**config.mk**
```make
export PLATFORM = sky130hd
export DESIGN_NAME = sac_adc_ctrl
export DESIGN_NICKNAME = d
export VERILOG_FILES = /design/src/pkg/sac_pkg.sv /design/src/pkg/sac_res_if.sv /design/src/hdl/sac_adc_ctrl.sv /design/src/hdl/sac_result_store.sv
export SDC_FILE = /design/constraint.sdc
export NUM_CORES = 1
export LEC_CHECK = 0
export ABC_CLOCK_PERIOD_IN_PS = 7100
export BUFFER_PORTS_ARGS = -buffer_cell sky130_fd_sc_hd__buf_2
export CAP_MARGIN = 5
export CORE_MARGIN = 5
export CORE_UTILIZATION = 37
export CTS_CLUSTER_SIZE = 16
export DETAILED_ROUTE_END_ITERATION = 10
export GPL_ROUTABILITY_DRIVEN = 0
export GPL_TIMING_DRIVEN = 0
export PLACE_DENSITY = 0.67
export SYNTH_ARGS = -nofsm -noshare
export SYNTH_HDL_FRONTEND = slang
export SYNTH_SLANG_ARGS = --single-unit
```
**constraint.sdc**
```tcl
create_clock -name clk -period 7.1 [get_ports clk]
set_clock_uncertainty 0.1 [all_clocks]
set_input_delay 1.42 -clock clk [delete_from_list [all_inputs] [get_ports clk]]
set_output_delay 1.42 -clock clk [all_outputs]
set_load 0.03 [all_outputs]
```
**src/pkg/sac_pkg.sv**
```systemverilog
package sac_pkg;

  localparam logic [15:0] ADDR_MODE = 16'hff80;
  localparam logic [15:0] ADDR_CHAN = 16'hff84;
  localparam logic [15:0] ADDR_RESULT = 16'hff14;

  localparam int MODE_EN_BIT = 7;
  localparam int MODE_FR_LSB = 3;
  localparam logic [7:0] MODE_WMASK = 8'hb8;
  localparam logic [7:0] CHAN_WMASK = 8'h07;
  localparam logic [7:0] MODE_RST = 8'h00;
  localparam logic [2:0] CHAN_RST = 3'h0;
  localparam logic [7:0] READ_IDLE = 8'h00;

  // Conversion time in main clock cycles per time code
  localparam logic [7:0] CONV_CYC_144 = 8'h90;
  localparam logic [7:0] CONV_CYC_120 = 8'h78;
  localparam logic [7:0] CONV_CYC_96 = 8'h60;
  localparam logic [7:0] CONV_CYC_72 = 8'h48;
  localparam logic [7:0] CONV_CYC_60 = 8'h3c;
  localparam logic [7:0] CONV_CYC_48 = 8'h30;

  // Time split: sampling takes 4 of 12 equal steps, 8 trials the rest
  localparam logic [7:0] STEP_DIV = 8'h0c;
  localparam logic [7:0] SAMPLE_STEPS = 8'h04;
  localparam logic [7:0] MSB_SET = 8'h80;
  localparam logic [2:0] MSB_IDX = 3'h7;

  typedef enum logic [1:0] {
    ST_IDLE = 2'b00,
    ST_SAMPLE = 2'b01,
    ST_CONV = 2'b10
  } sac_state_t;

  // Prohibited codes fall back to the slowest, safest time
  function automatic logic [7:0] sac_conv_cycles(input logic [2:0] fr);
    case (fr)
      3'h0: sac_conv_cycles = CONV_CYC_144;
      3'h1: sac_conv_cycles = CONV_CYC_120;
      3'h2: sac_conv_cycles = CONV_CYC_96;
      3'h4: sac_conv_cycles = CONV_CYC_72;
      3'h5: sac_conv_cycles = CONV_CYC_60;
      3'h6: sac_conv_cycles = CONV_CYC_48;
      default: sac_conv_cycles = CONV_CYC_144;
    endcase
  endfunction

  function automatic logic [7:0] sac_step_cycles(input logic [2:0] fr);
    sac_step_cycles = sac_conv_cycles(fr) / STEP_DIV;
  endfunction

endpackage

```
**src/pkg/sac_res_if.sv**
```systemverilog
`timescale 1ns/100ps
interface sac_res_if;
  logic wr_en;
  logic [7:0] wr_data;
  logic [7:0] q;

  modport ctrl (output wr_en, output wr_data, input q);
  modport store (input wr_en, input wr_data, output q);
endinterface // sac_res_if

```
**src/hdl/sac_adc_ctrl.sv**
```systemverilog
`timescale 1ns/100ps
module sac_adc_ctrl
  import sac_pkg::*;
#(
  parameter int CNT_W = 8
) (
  input wire logic clk,
  input wire logic rst_n,
  input wire logic [15:0] bus_addr,
  input wire logic bus_wr,
  input wire logic [7:0] bus_wdata,
  input wire logic bus_bit_wr,
  input wire logic [2:0] bus_bit_sel,
  input wire logic bus_bit_val,
  input wire logic bus_rd,
  output logic [7:0] bus_rdata,
  input wire logic standby,
  input wire logic flag_clr,
  input wire logic ana_cmp_ge,
  output logic [2:0] ana_chan_sel,
  output logic ana_sample,
  output logic [7:0] ana_tap,
  output logic conv_busy,
  output logic conversion_done_irq,
  output logic conversion_done_flag
);

  generate
    if (CNT_W < 6 || CNT_W > 8) begin : g_bad_cnt
      $error("CNT_W must be 6 to 8");
    end
  endgenerate

  typedef struct packed {
    logic [7:0] mode;
    logic [2:0] chan;
    sac_state_t st;
    logic [CNT_W-1:0] cnt;
    logic [2:0] bitn;
    logic [7:0] sar;
    logic irq;
    logic flag;
    logic [7:0] rdata;
  } sac_ctrl_t;

  localparam sac_ctrl_t CTRL_RST = '{
    mode: MODE_RST, chan: CHAN_RST, st: ST_IDLE, cnt: '0, bitn: MSB_IDX,
    sar: 8'h00, irq: 1'b0, flag: 1'b0, rdata: READ_IDLE};

  sac_ctrl_t s_r;
  sac_ctrl_t s_nxt;
  sac_res_if res_if ();

  logic mode_wr;
  logic chan_wr;
  logic cfg_wr;
  logic en_nxt;
  logic start;
  logic load;
  logic [7:0] new_mode;
  logic [7:0] new_chan;
  logic [7:0] decided;
  logic [7:0] step_len;

  // Byte write replaces, bit write changes one bit only
  function automatic logic [7:0] merge_write(input logic [7:0] old,
      input logic byte_wr, input logic [7:0] wdata,
      input logic [2:0] sel, input logic val);
    logic [7:0] v;
    v = old;
    if (byte_wr) begin
      v = wdata;
    end else begin
      v[sel] = val;
    end
    merge_write = v;
  endfunction

  assign mode_wr = (bus_wr || bus_bit_wr) && bus_addr == ADDR_MODE;
  assign chan_wr = (bus_wr || bus_bit_wr) && bus_addr == ADDR_CHAN;
  assign cfg_wr = mode_wr || chan_wr;

  assign new_mode = merge_write(s_r.mode, bus_wr, bus_wdata, bus_bit_sel,
                                bus_bit_val) & MODE_WMASK;
  assign new_chan = merge_write({5'h00, s_r.chan}, bus_wr, bus_wdata,
                                bus_bit_sel, bus_bit_val) & CHAN_WMASK;
  assign en_nxt = mode_wr ? new_mode[MODE_EN_BIT] : s_r.mode[MODE_EN_BIT];

  assign step_len = sac_step_cycles(mode_wr ? new_mode[5:3]
                                            : s_r.mode[5:3]);

  // keep bit when input at least tap
  assign decided = ana_cmp_ge ? s_r.sar
                              : (s_r.sar & ~(8'h01 << s_r.bitn));

  always_comb begin
    s_nxt = s_r;
    start = 1'b0;
    load = 1'b0;
    s_nxt.irq = 1'b0;
    // read sees the value before any load this cycle
    if (bus_rd) begin
      case (bus_addr)
        ADDR_MODE: s_nxt.rdata = s_r.mode;
        ADDR_CHAN: s_nxt.rdata = {5'h00, s_r.chan};
        ADDR_RESULT: s_nxt.rdata = res_if.q;
        default: s_nxt.rdata = READ_IDLE;
      endcase
    end
    if (mode_wr) begin
      s_nxt.mode = new_mode;
    end
    if (chan_wr) begin
      s_nxt.chan = new_chan[2:0];
    end
    if (standby || !en_nxt) begin
      s_nxt.st = ST_IDLE;
      s_nxt.cnt = '0;
    end else if (cfg_wr || s_r.st == ST_IDLE) begin
      start = 1'b1;
    end else begin
      case (s_r.st)
        ST_SAMPLE: begin
          if (s_r.cnt == '0) begin
            s_nxt.st = ST_CONV;
            s_nxt.sar = MSB_SET;
            s_nxt.bitn = MSB_IDX;
            s_nxt.cnt = step_len[CNT_W-1:0] - 1'b1;
          end else begin
            s_nxt.cnt = s_r.cnt - 1'b1;
          end
        end
        ST_CONV: begin
          if (s_r.cnt != '0) begin
            s_nxt.cnt = s_r.cnt - 1'b1;
          end else if (s_r.bitn == 3'h0) begin
            load = 1'b1;
            s_nxt.irq = 1'b1;
            start = 1'b1;
          end else begin
            s_nxt.sar = decided | (8'h01 << (3'(s_r.bitn - 3'h1)));
            s_nxt.bitn = 3'(s_r.bitn - 3'h1);
            s_nxt.cnt = step_len[CNT_W-1:0] - 1'b1;
          end
        end
        default: begin
          s_nxt.st = ST_IDLE;
        end
      endcase
    end
    if (start) begin
      s_nxt.st = ST_SAMPLE;
      s_nxt.sar = 8'h00;
      s_nxt.bitn = MSB_IDX;
      s_nxt.cnt = CNT_W'(step_len * SAMPLE_STEPS - 8'h01);
    end
    // only the clear input lowers the flag; a new result wins
    s_nxt.flag = (s_r.flag && !flag_clr) || load;
  end

  always_ff @(posedge clk) begin
    if (!rst_n) begin
      s_r <= CTRL_RST;
    end else begin
      s_r <= s_nxt;
    end
  end

  assign res_if.wr_en = load;
  assign res_if.wr_data = decided;

  sac_result_store u_store (
    .clk(clk),
    .res(res_if.store)
  );

  assign ana_chan_sel = s_r.chan;
  assign ana_sample = s_r.st == ST_SAMPLE;
  assign ana_tap = s_r.sar;
  assign conv_busy = s_r.st != ST_IDLE;
  assign conversion_done_irq = s_r.irq;
  assign conversion_done_flag = s_r.flag;
  assign bus_rdata = s_r.rdata;

  // Cycles since the current conversion started, for checking only
  logic [7:0] age_r;
  always_ff @(posedge clk) begin
    if (!rst_n || start) begin
      age_r <= 8'h00;
    end else if (age_r != 8'hff) begin
      age_r <= age_r + 8'h01;
    end
  end
endmodule // sac_adc_ctrl

```
**src/hdl/sac_result_store.sv**
```systemverilog
`timescale 1ns/100ps
module sac_result_store
  import sac_pkg::*;
(
  input wire logic clk,
  sac_res_if.store res
);

  typedef struct packed {
    logic [7:0] value;
  } sac_store_t;

  sac_store_t s_r;
  sac_store_t s_nxt;

  always_comb begin
    s_nxt = s_r;
    if (res.wr_en) begin
      s_nxt.value = res.wr_data;
    end
  end

  // no reset
  // Left without reset so it holds no defined value until a first result
  always_ff @(posedge clk) begin
    s_r <= s_nxt;
  end

  assign res.q = s_r.value;

endmodule // sac_result_store

```
==> results of run 1 <==
-- cell families (layout without fill, tap and decap cells) --
| kind of cell | Yosys count | after routing | synth area share, % |
|---|---|---|---|
| simple gates | 151 | 151 | 24.7 |
| flops | 46 | 46 | 31.2 |
| buf+inv | 53 | 117 | 8.65 |
| fa+ha+maj | 14 | 14 | 5.45 |
| mux | 6 | 6 | 1.87 |
| xor+xnor | 7 | 7 | 1.91 |
| compound gates | 117 | 117 | 26.3 |
-- through the flow --
step	cell area (um2)	instances	hold WS [ns]	util [%]
floorplan	3210	394	0.346	-
global placement	3630	558	0.361	42.2
detailed placement	3630	558	0.379	42.2
CTS	3720	566	0.391	43.3
global route	3720	566	0.403	43.3
finish	3720	566	0.388	43.3
-- worst reg2reg max path, delay by kind of cell (launching register included) --
family          cells  cell delay, ns
fa+ha+maj           3            0.70
flops               1            0.39
mux                 1            0.23
simple gates        5            0.72
buf+inv             1            0.22
compound gates      7            2.04
-- final cells by class --
type / instances / share of cell area [%]
multi-input combinational: 295 / 52.0
buffer: 35 / 5.65
inverter: 18 / 1.82
tap: 108 / 3.64
timing repair buffer: 56 / 7.54
clock inverter: 3 / 0.572
clock buffer: 5 / 1.85
sequential: 46 / 26.9
-- where the power goes --
part / internal [mW] / switching [mW] / total (mW)
Clock: 0.0693 / 0.0930 / 0.162
Sequential: 0.266 / 0.000986 / 0.267
Combinational: 0.0172 / 0.0253 / 0.0425
Total: 0.352 / 0.119 / 0.472
-- path summary, 6_finish.rpt --
check / from / to / slack, ns / depth (start not counted)
setup / recovery: bus_addr[3] / s_r[25]$_SDFFE_PN0P_ / 0.81 / 20
hold reg to reg: bus_rdata[1]$_SDFFE_PN0P_ / bus_rdata[1]$_SDFFE_PN0P_ / 0.39 / 2
hold / removal: bus_rdata[1]$_SDFFE_PN0P_ / bus_rdata[1]$_SDFFE_PN0P_ / 0.39 / 2
setup reg to reg: s_r[38]$_SDFFE_PN0N_ / s_r[25]$_SDFFE_PN0P_ / 2.55 / 17
-- state kept, by name (all words and copies together) (netlist names) --
signal,count
ana_chan_sel,3
ana_tap,8
bus_rdata,8
conversion_done_flag,1
conversion_done_irq,1
s_r,17
u_store.res.q,8
-- placed cells by master, fill, tap and decap left out, types with 4 or more instances in the layout --
| master | count |
|---|---|
| buf_2 | 56 |
| nor2_1 | 53 |
| dfxtp_1 | 38 |
| a21oi_1 | 28 |
| nand2_1 | 22 |
| buf_4 | 19 |
| inv_1 | 17 |
| nor3_1 | 17 |
| clkbuf_1 | 15 |
| ha_1 | 14 |
| a22oi_1 | 10 |
| o21ai_0 | 10 |
| a21boi_0 | 9 |
| a31oi_1 | 8 |
| nand3_1 | 8 |
| edfxtp_1 | 8 |
| nor2b_1 | 7 |
| or3_1 | 6 |
| mux2i_1 | 6 |
| nand2b_1 | 5 |
| o221a_2 | 5 |
| a211oi_1 | 5 |
| clkbuf_8 | 5 |
| o22ai_1 | 4 |
| xnor2_1 | 4 |
| nor4_1 | 4 |
-- layer usage --
| metal | share of wire, % | track usage (%) | vias to the layer above |
|---|---|---|---|
| li1 | - | - | 1574 |
| met1 | 45 | 21.0 | 1473 |
| met2 | 45 | 25.0 | 133 |
| met3 | 8.2 | 2.15 | 10 |
| met4 | 1.2 | 4.08 | 0 |
| met5 | 0 | 0 | - |
==> flow_summary.json, run 1 <==
{
  "status": "finished, final reports clean",
  "grt_max_degree": 16,
  "relSlewSlack_pct": 26.0,
  "period_needed_ns": 6.29,
  "grt_pass1_vias": 2938,
  "dp_hpwl_mm": 6.32,
  "syn_to_final_growth_pct": 15.7,
  "post-place-ws_ns": 0.539,
  "antenna_found_initial": 0,
  "worst_slew_pin_slew_ns": 1.10,
  "layout.nets": 507,
  "ys_seq_area_share_pct": 31.2,
  "cts_root_buf": "clkbuf_8",
  "cp_data_arrival_time_ns": 6.36,
  "timing.final.ws_setup_ns": 0.806,
  "clock.fmax_ghz": 0.159,
  "regArea_um2": 1000,
  "critPathTopFamily": "compound AO/OA/AOI/OAI gates",
  "cp_max_fo": 9,
  "first_pass_iters": 5,
  "cp_common_cell": "nor2_1",
  "rsz0062_at_grt": "no",
  "power.total_mw": 0.472,
  "io_pins": 59,
  "track_usage_pct": 15.2,
  "die_h_um": 103,
  "hold_buffers": 0,
  "core_area_um2": 8590,
  "critical_path.max_stage_delay_ns": 0.56,
  "fillers": 870,
  "irDropWorstVdd_mv": 0.0652,
  "synthCells": 394,
  "yosys-top-cells-area": "dfxtp_1 24%, edfxtp_1 7.5%, nor2_1 6.2%",
  "cts_buffers": 5,
  "htree_levels": 2,
  "drc_errors": 0,
  "post-synth-top-count-cell": "nor2_1",
  "clkSinkCount": 46,
  "grt_pass1_wl_mm": 13.4,
  "start_util_pct": 37.4,
  "critPathKind": "in -> reg",
  "finalSetupTns_ns": 0,
  "postSynth.asyncResetShare_pct": 0,
  "drv_slew": 0,
  "cp-end-kind": "flip-flop",
  "cts_tree": "yes",
  "synth_top_area_share_pct": 23.7,
  "synth_seq_cells": 46,
  "drtIter0Drc": 371,
  "hold_viol_final": 0,
  "final_layout_size_suffix_gt1_share_pct": 23.1,
  "num_antenna_cells": 0,
  "min_period_over_period_pct": 88.7,
  "wl_per_cell_um": 14.4,
  "crit_buf_inv": 2,
  "clockBufferDepth": 2,
  "ant_nets": 0,
  "rows": 34,
  "worstPathRequired_ns": 7.17,
  "synth_ff_type": "dfxtp_1",
  "finalSetupViolCount": 0,
  "via_per_inst": 5.64,
  "synth_common_cells": "53 x nor2_1, 38 x dfxtp_1, 28 x a21oi_1",
  "hp-class": "reg -> reg",
  "multi_input_area_um2": 1930,
  "synth_top_cell_by_area": "dfxtp_1",
  "wl_mm": 8.16,
  "maxCapViolations": 0,
  "clkLatencyLatePin_ns": 0.30,
  "die_w_um": 103,
  "synth_edf_count": 8,
  "synth.avg_cell_area_um2": 8.15,
  "synth.cell_area_um2": 3210,
  "path_cells": "buf_2 > nor4_4 > nand4_2 > o31a_1 > nor2_1 > inv_2 > ha_1 > or2_2 > mux2i_1 > nor2_1 > ha_1 > o311ai_0 > a32oi_1 > a2bb2oi_1 > nor2_1 > ha_1 > a21boi_0 > a31oi_1 > o221a_2 > nor2_1",
  "powerDensity_nw_per_um2": 127,
  "cts_resized": 0,
  "slowest_stage": "o311ai_0",
  "leakagePower_nw": 1.50,
  "cts.clk_slew.worst_paths_ns": 0.09,
  "portBuffers": 56,
  "synth_warnings": 0,
  "startpoint_type": "input pin",
  "die-area_um2": 10600,
  "overflow": 0,
  "post_cts_buffers": 0,
  "syn-num-nets": 444,
  "synth_cell_types": 70,
  "vias": 3190
}
(Power assumes the default switching activity.)
==> inputs of run 2 (changes only) <==
--- a/config.mk
+++ b/config.mk
@@ -8,13 +8,14 @@
 export ABC_CLOCK_PERIOD_IN_PS = 7100
 export BUFFER_PORTS_ARGS = -buffer_cell sky130_fd_sc_hd__buf_2
 export CAP_MARGIN = 5
-export CORE_MARGIN = 5
 export CORE_UTILIZATION = 37
 export CTS_CLUSTER_SIZE = 16
 export DETAILED_ROUTE_END_ITERATION = 10
 export GPL_ROUTABILITY_DRIVEN = 0
 export GPL_TIMING_DRIVEN = 0
+export MAX_ROUTING_LAYER = met4
 export PLACE_DENSITY = 0.67
+export SLEW_MARGIN = 25
 export SYNTH_ARGS = -nofsm -noshare
 export SYNTH_HDL_FRONTEND = slang
 export SYNTH_SLANG_ARGS = --single-unit
==> run 2 against run 1 <==
  * Clock-buffer cell count stayed put
  * Largest cell class unchanged
  * Largest power group unchanged
  * Combinational power hardly changed
  * Design area is 0.13% higher
  * Critical path type unchanged
==> flow_summary.json, run 2 (synthesis gave the netlist of run 1 again) <==
{
  "io_pins": 59,
  "drtIter0Drc": 149,
  "critPathTopFamily": "compound AO/OA/AOI/OAI gates",
  "critPathKind": "in -> reg",
  "final_layout_size_suffix_gt1_share_pct": 23.4,
  "startpoint_type": "input pin",
  "irDropWorstVdd_mv": 0.0661,
  "powerDensity_nw_per_um2": 127,
  "hold_start": "bus_rdata[6]$_SDFFE_PN0P_",
  "syn_to_final_growth_pct": 15.9,
  "hold_buffers": 0,
  "multi_input_area_um2": 1940,
  "cts_buffers": 5,
  "drv_slew": 0,
  "finalSetupTns_ns": 0,
  "cts.clk_slew.worst_paths_ns": 0.10,
  "cts_resized": 0,
  "cts_tree": "yes",
  "min_period_over_period_pct": 89.9,
  "finalSetupViolCount": 0,
  "layout_commonest_cell": "buf_2",
  "via_per_inst": 5.59,
  "crit_buf_inv": 2,
  "reg2reg_depth": 18,
  "maxCapViolations": 0,
  "grt_max_degree": 17,
  "reg2reg_to": "s_r[27]$_SDFFE_PN0P_",
  "r2r-start": "s_r[38]$_SDFFE_PN0N_",
  "clockBufferDepth": 2,
  "grt_pass1_wl_mm": 13.3,
  "wl_per_cell_um": 14.3,
  "slowest_stage": "o311ai_0",
  "cp-end-kind": "flip-flop",
  "relSlewSlack_pct": 48.3,
  "overflow": 0,
  "dp_hpwl_mm": 6.08,
  "grt_pass1_vias": 2838,
  "vias": 3148,
  "cp_data_arrival_time_ns": 6.51,
  "clkLatencyLatePin_ns": 0.30,
  "min_to": "bus_rdata[6]$_SDFFE_PN0P_",
  "die_h_um": 95.2,
  "cts_root_buf": "clkbuf_8",
  "fillers": 849,
  "critical_path.max_stage_delay_ns": 0.60,
  "ant_nets": 0,
  "cp_max_fo": 9,
  "leakagePower_nw": 1.49,
  "min_delay_path_depth": 2,
  "antenna_found_initial": 0,
  "place_area_um2": 3630,
  "top_register": "s_r",
  "hold_viol_final": 0,
  "core_area_um2": 8300,
  "mostFrequentLayoutCells": "56 x buf_2, 53 x nor2_1, 38 x dfxtp_1",
  "htree_levels": 2,
  "first_pass_iters": 4,
  "worstPathRequired_ns": 7.23,
  "drc_errors": 0,
  "worst_slew_pin_slew_ns": 0.772,
  "final_util_pct": 44.9,
  "num_antenna_cells": 0,
  "wl_mm": 8.05,
  "largest_reg_flops": 17,
  "start_util_pct": 38.7,
  "fin_area_um2": 3720,
  "clkSinkCount": 46,
  "rows": 33,
  "layout.nets": 507,
  "status": "finished, final reports clean",
  "period_needed_ns": 6.38,
  "track_usage_pct": 19.0,
  "regArea_um2": 1000,
  "portBuffers": 56,
  "die_w_um": 95.2,
  "rrSetupSlack_ns": 2.47,
  "clock.fmax_ghz": 0.157,
  "post_cts_buffers": 0,
  "die-area_um2": 9060,
  "hp-class": "reg -> reg",
  "path_cells": "buf_2 > nor4_4 > nand4_2 > o31a_1 > nor2_1 > inv_2 > ha_1 > or2_2 > mux2i_1 > nor2_1 > ha_1 > o311ai_0 > a32oi_1 > o2111a_2 > and3_4 > nor2_1 > ha_1 > a21boi_0 > a31oi_1 > o32a_1 > o22ai_1",
  "rsz0062_at_grt": "no"
}
[run 2: cell type report]
class | count | share of cell area [%]
clock buffers | 5 | 1.85
clock inverters | 3 | 0.639
well taps | 105 | 3.53
repair buffers | 56 | 7.53
multi-input cells | 295 | 52.1
plain buffers | 35 | 5.65
flip-flops and latches | 46 | 26.9
inverters | 18 | 1.82
[run 2: worst max path at each step]
stage	endpoint	cells past startpoint	start	slack [ns]
floorplan	s_r[27]$_SDFFE_PN0P_	21	bus_addr[14]	1.30
global placement	s_r[27]$_SDFFE_PN0P_	21	bus_addr[3]	0.61
detailed placement	s_r[27]$_SDFFE_PN0P_	21	bus_addr[3]	0.50
CTS	s_r[27]$_SDFFE_PN0P_	21	bus_addr[3]	0.81
global route	s_r[27]$_SDFFE_PN0P_	21	bus_addr[3]	0.28
finish	s_r[27]$_SDFFE_PN0P_	21	bus_addr[3]	0.72
[run 2: per-layer routing]
metal,global-route usage (%),up-vias,wire (um)
li1,-,1569,-
met1,25.3,1452,3870
met2,30.4,121,3610
met3,2.71,6,498
met4,4.80,0,75
met5,-,-,0
[run 2: power by group]
part	leakage (nW)	internal [mW]	switching [mW]
Clock	0.0408	0.0705	0.0936
Sequential	0.377	0.266	0.00101
Combinational	1.08	0.0172	0.0252
Total	1.49	0.354	0.120
[run 2: worst register-to-register path, delay by kind of cell (launching register included)]
| kind | cells | cell delay [ns] |
|---|---|---|
| adders and majority gates | 3 | 0.73 |
| buffers and inverters | 1 | 0.08 |
| AOI/OAI and AO/OA | 8 | 1.98 |
| DFF | 1 | 0.34 |
| and+or+nand+nor | 5 | 1.06 |
| muxes | 1 | 0.25 |
[run 2: through the flow]
stage | setup slack, ns | total power [mW] | instances | hold WS [ns]
final | 0.718 | 0.473 | 563 | 0.379
after floorplan | 1.30 | 0.297 | 394 | 0.346
after CTS | 0.813 | 0.479 | 563 | 0.385
after global placement | 0.611 | 0.315 | 555 | 0.365
after detailed placement | 0.503 | 0.315 | 555 | 0.371
after global routing | 0.282 | 0.495 | 563 | 0.403
==> inputs of run 3 (changes only) <==
--- a/config.mk
+++ b/config.mk
@@ -12,9 +12,9 @@
 export CTS_CLUSTER_SIZE = 16
 export DETAILED_ROUTE_END_ITERATION = 10
 export GPL_ROUTABILITY_DRIVEN = 0
-export GPL_TIMING_DRIVEN = 0
 export MAX_ROUTING_LAYER = met4
 export PLACE_DENSITY = 0.67
+export REMOVE_ABC_BUFFERS = 1
 export SLEW_MARGIN = 25
 export SYNTH_ARGS = -nofsm -noshare
 export SYNTH_HDL_FRONTEND = slang
==> run 3 against run 2 <==
  * Global-route usage fell by 1.1 points
  * Power barely moved
  * Sequential cell count did not move
  * Clock power barely moved
  * First-iteration DRC count rose by 13%
  * Clock-buffer cell count did not move
  * Cell count fell by 5.7%
  * Design area fell by 5.1%
  * Via count fell by 5.1%
  * Setup slack improved by 0.14 ns
  * Register-to-register slack improved by 0.13 ns
  * Critical endpoint unchanged
  * Largest power group unchanged
==> flow_summary.json, run 3 (synthesis gave the netlist of run 1 again) <==
{
  "startpoint_type": "input pin",
  "combinationalPowerShare_pct": 8.3,
  "period_needed_ns": 6.24,
  "maxCapViolations": 0,
  "post_cts_buffers": 0,
  "rows": 33,
  "hold_viol_final": 0,
  "crit_buf_inv": 2,
  "p_seq_share_pct": 56.4,
  "clock_power_share_pct": 35.4,
  "worst_slew_pin_slew_ns": 0.723,
  "ant_nets": 0,
  "rrSetupSlack_ns": 2.60,
  "clkLatencyLatePin_ns": 0.31,
  "cts_resized": 0,
  "core_area_um2": 8300,
  "power.internal_mw": 0.352,
  "die_h_um": 95.2,
  "htree_levels": 2,
  "power.total_mw": 0.473,
  "hold_buffers": 0,
  "syn_to_final_growth_pct": 10.0,
  "dp_hpwl_mm": 5.88,
  "wl_met3_um": 333,
  "wl_per_cell_um": 14.7,
  "top_register": "s_r",
  "vias": 2989,
  "start_util_pct": 38.7,
  "fillers": 855,
  "rsz0062_at_grt": "no",
  "io_pins": 59,
  "worstPathRequired_ns": 7.23,
  "finalSetupViolCount": 0,
  "p_sw_share_pct": 25.7,
  "p_sw_mw": 0.122,
  "irDropWorstVdd_mv": 0.0706,
  "grt_pass1_vias": 2670,
  "leakagePower_nw": 1.39,
  "first_pass_iters": 5,
  "overflow": 0,
  "track_usage_pct": 18.0,
  "clkSinkCount": 46,
  "status": "finished, final reports clean",
  "wl_met1_mm": 3.84,
  "drc_errors": 0,
  "path_cells": "buf_2 > nor4_4 > nand4_2 > o31a_1 > nor2_1 > inv_2 > ha_1 > or2_2 > mux2i_1 > nor2_1 > ha_1 > o311ai_0 > a32oi_1 > o2111a_2 > and3_4 > nor2_1 > ha_1 > a21boi_0 > a31oi_1 > o32a_1 > o22ai_1",
  "cp_data_arrival_time_ns": 6.38,
  "largest_reg_flops": 17,
  "critPathTopFamily": "compound AO/OA/AOI/OAI gates",
  "relSlewSlack_pct": 51.6,
  "cts_root_buf": "clkbuf_8",
  "cp_max_fo": 9,
  "portBuffers": 57,
  "via_per_inst": 5.63,
  "layout.nets": 475,
  "grt_pass1_wl_mm": 12.6,
  "num_antenna_cells": 0,
  "critPathKind": "in -> reg",
  "drtIter0Drc": 168,
  "die-area_um2": 9060,
  "cts_tree": "yes",
  "hp-class": "reg -> reg",
  "finalSetupTns_ns": 0,
  "grt_max_degree": 22,
  "cts_buffers": 5,
  "drv_slew": 0,
  "layout_commonest_cell": "buf_2",
  "antenna_found_initial": 0,
  "routed.top_layer": "met4",
  "mostFrequentLayoutCells": "57 x buf_2, 53 x nor2_1, 38 x dfxtp_1",
  "clock.fmax_ghz": 0.160,
  "wl_mm": 7.81,
  "die_w_um": 95.2,
  "cp-end-kind": "flip-flop",
  "min_period_over_period_pct": 87.9,
  "critical_path.max_stage_delay_ns": 0.54,
  "slowest_stage": "o311ai_0",
  "cts.clk_slew.worst_paths_ns": 0.09,
  "clockBufferDepth": 2,
  "routed-wl-met2_mm": 3.49,
  "powerDensity_nw_per_um2": 134,
  "final_layout_size_suffix_gt1_share_pct": 21.1
}
[run 3: cell count changes in the layout (fill, tap and decap cells not counted), sizes merged]
cell / previous run / this run
buf: 76 / 59
clkbuf: 20 / 5
clkinv: 0 / 1
clkinvlp: 2 / 1
[run 3: metrics by stage]
stage	instance area [um2]	worst slack [ns]	std cells	util (%)	hold slack, ns
after CTS	3530	0.903	531	42.5	0.377
after global routing	3530	0.385	531	42.6	0.390
after floorplan	3000	1.30	359	-	0.355
final	3530	0.858	531	42.6	0.373
after global placement	3430	0.681	523	41.4	0.358
after detailed placement	3430	0.589	523	41.4	0.361
[run 3: final timing paths]
check	startpoint	to	cells after the start
worst max-delay path	bus_addr[3]	s_r[27]$_SDFFE_PN0P_	21
worst min-delay path	bus_rdata[6]$_SDFFE_PN0P_	bus_rdata[6]$_SDFFE_PN0P_	2
worst max register to register	s_r[38]$_SDFFE_PN0N_	s_r[27]$_SDFFE_PN0P_	18
worst min register to register	bus_rdata[6]$_SDFFE_PN0P_	bus_rdata[6]$_SDFFE_PN0P_	2
[run 3: power groups by stage]
stage / Combinational [mW] / Sequential (mW) / Clock (mW)
CTS: 0.0394 / 0.267 / 0.173
detailed placement: 0.0392 / 0.273 / 0
floorplan: 0.0139 / 0.277 / 0
global placement: 0.0385 / 0.273 / 0
finish: 0.0391 / 0.267 / 0.167
global route: 0.0431 / 0.267 / 0.183
[run 3: area by class of cell]
| cell class | count | area, um2 | area share [%] |
|---|---|---|---|
| Tap cell | 105 | 131 | 3.72 |
| Inverter | 18 | 67.6 | 1.91 |
| Clock buffer | 5 | 68.8 | 1.95 |
| Timing Repair Buffer | 59 | 300 | 8.50 |
| Sequential cell | 46 | 1000 | 28.3 |
| Clock inverter | 3 | 25.0 | 0.708 |
| Multi-Input combinational cell | 295 | 1940 | 54.9 |
[run 3: routing by layer]
| metal | up-vias | global-route usage (%) |
|---|---|---|
| li1 | 1503 | - |
| met1 | 1394 | 23.9 |
| met2 | 81 | 27.6 |
| met3 | 11 | 2.87 |
| met4 | 0 | 6.06 |
| met5 | - | - |
[run 3: worst reg2reg max path, stage by stage, from the launching register on]
cell      delay (ns)
dfxtp_1         0.35
o31a_1          0.16
nor2_1          0.32
inv_2           0.08
ha_1            0.29
or2_2           0.35
mux2i_1         0.25
nor2_1          0.09
ha_1            0.27
o311ai_0        0.54
a32oi_1         0.16
o2111a_2        0.23
and3_4          0.19
nor2_1          0.08
ha_1            0.17
a21boi_0        0.25
a31oi_1         0.15
o32a_1          0.30
o22ai_1         0.11
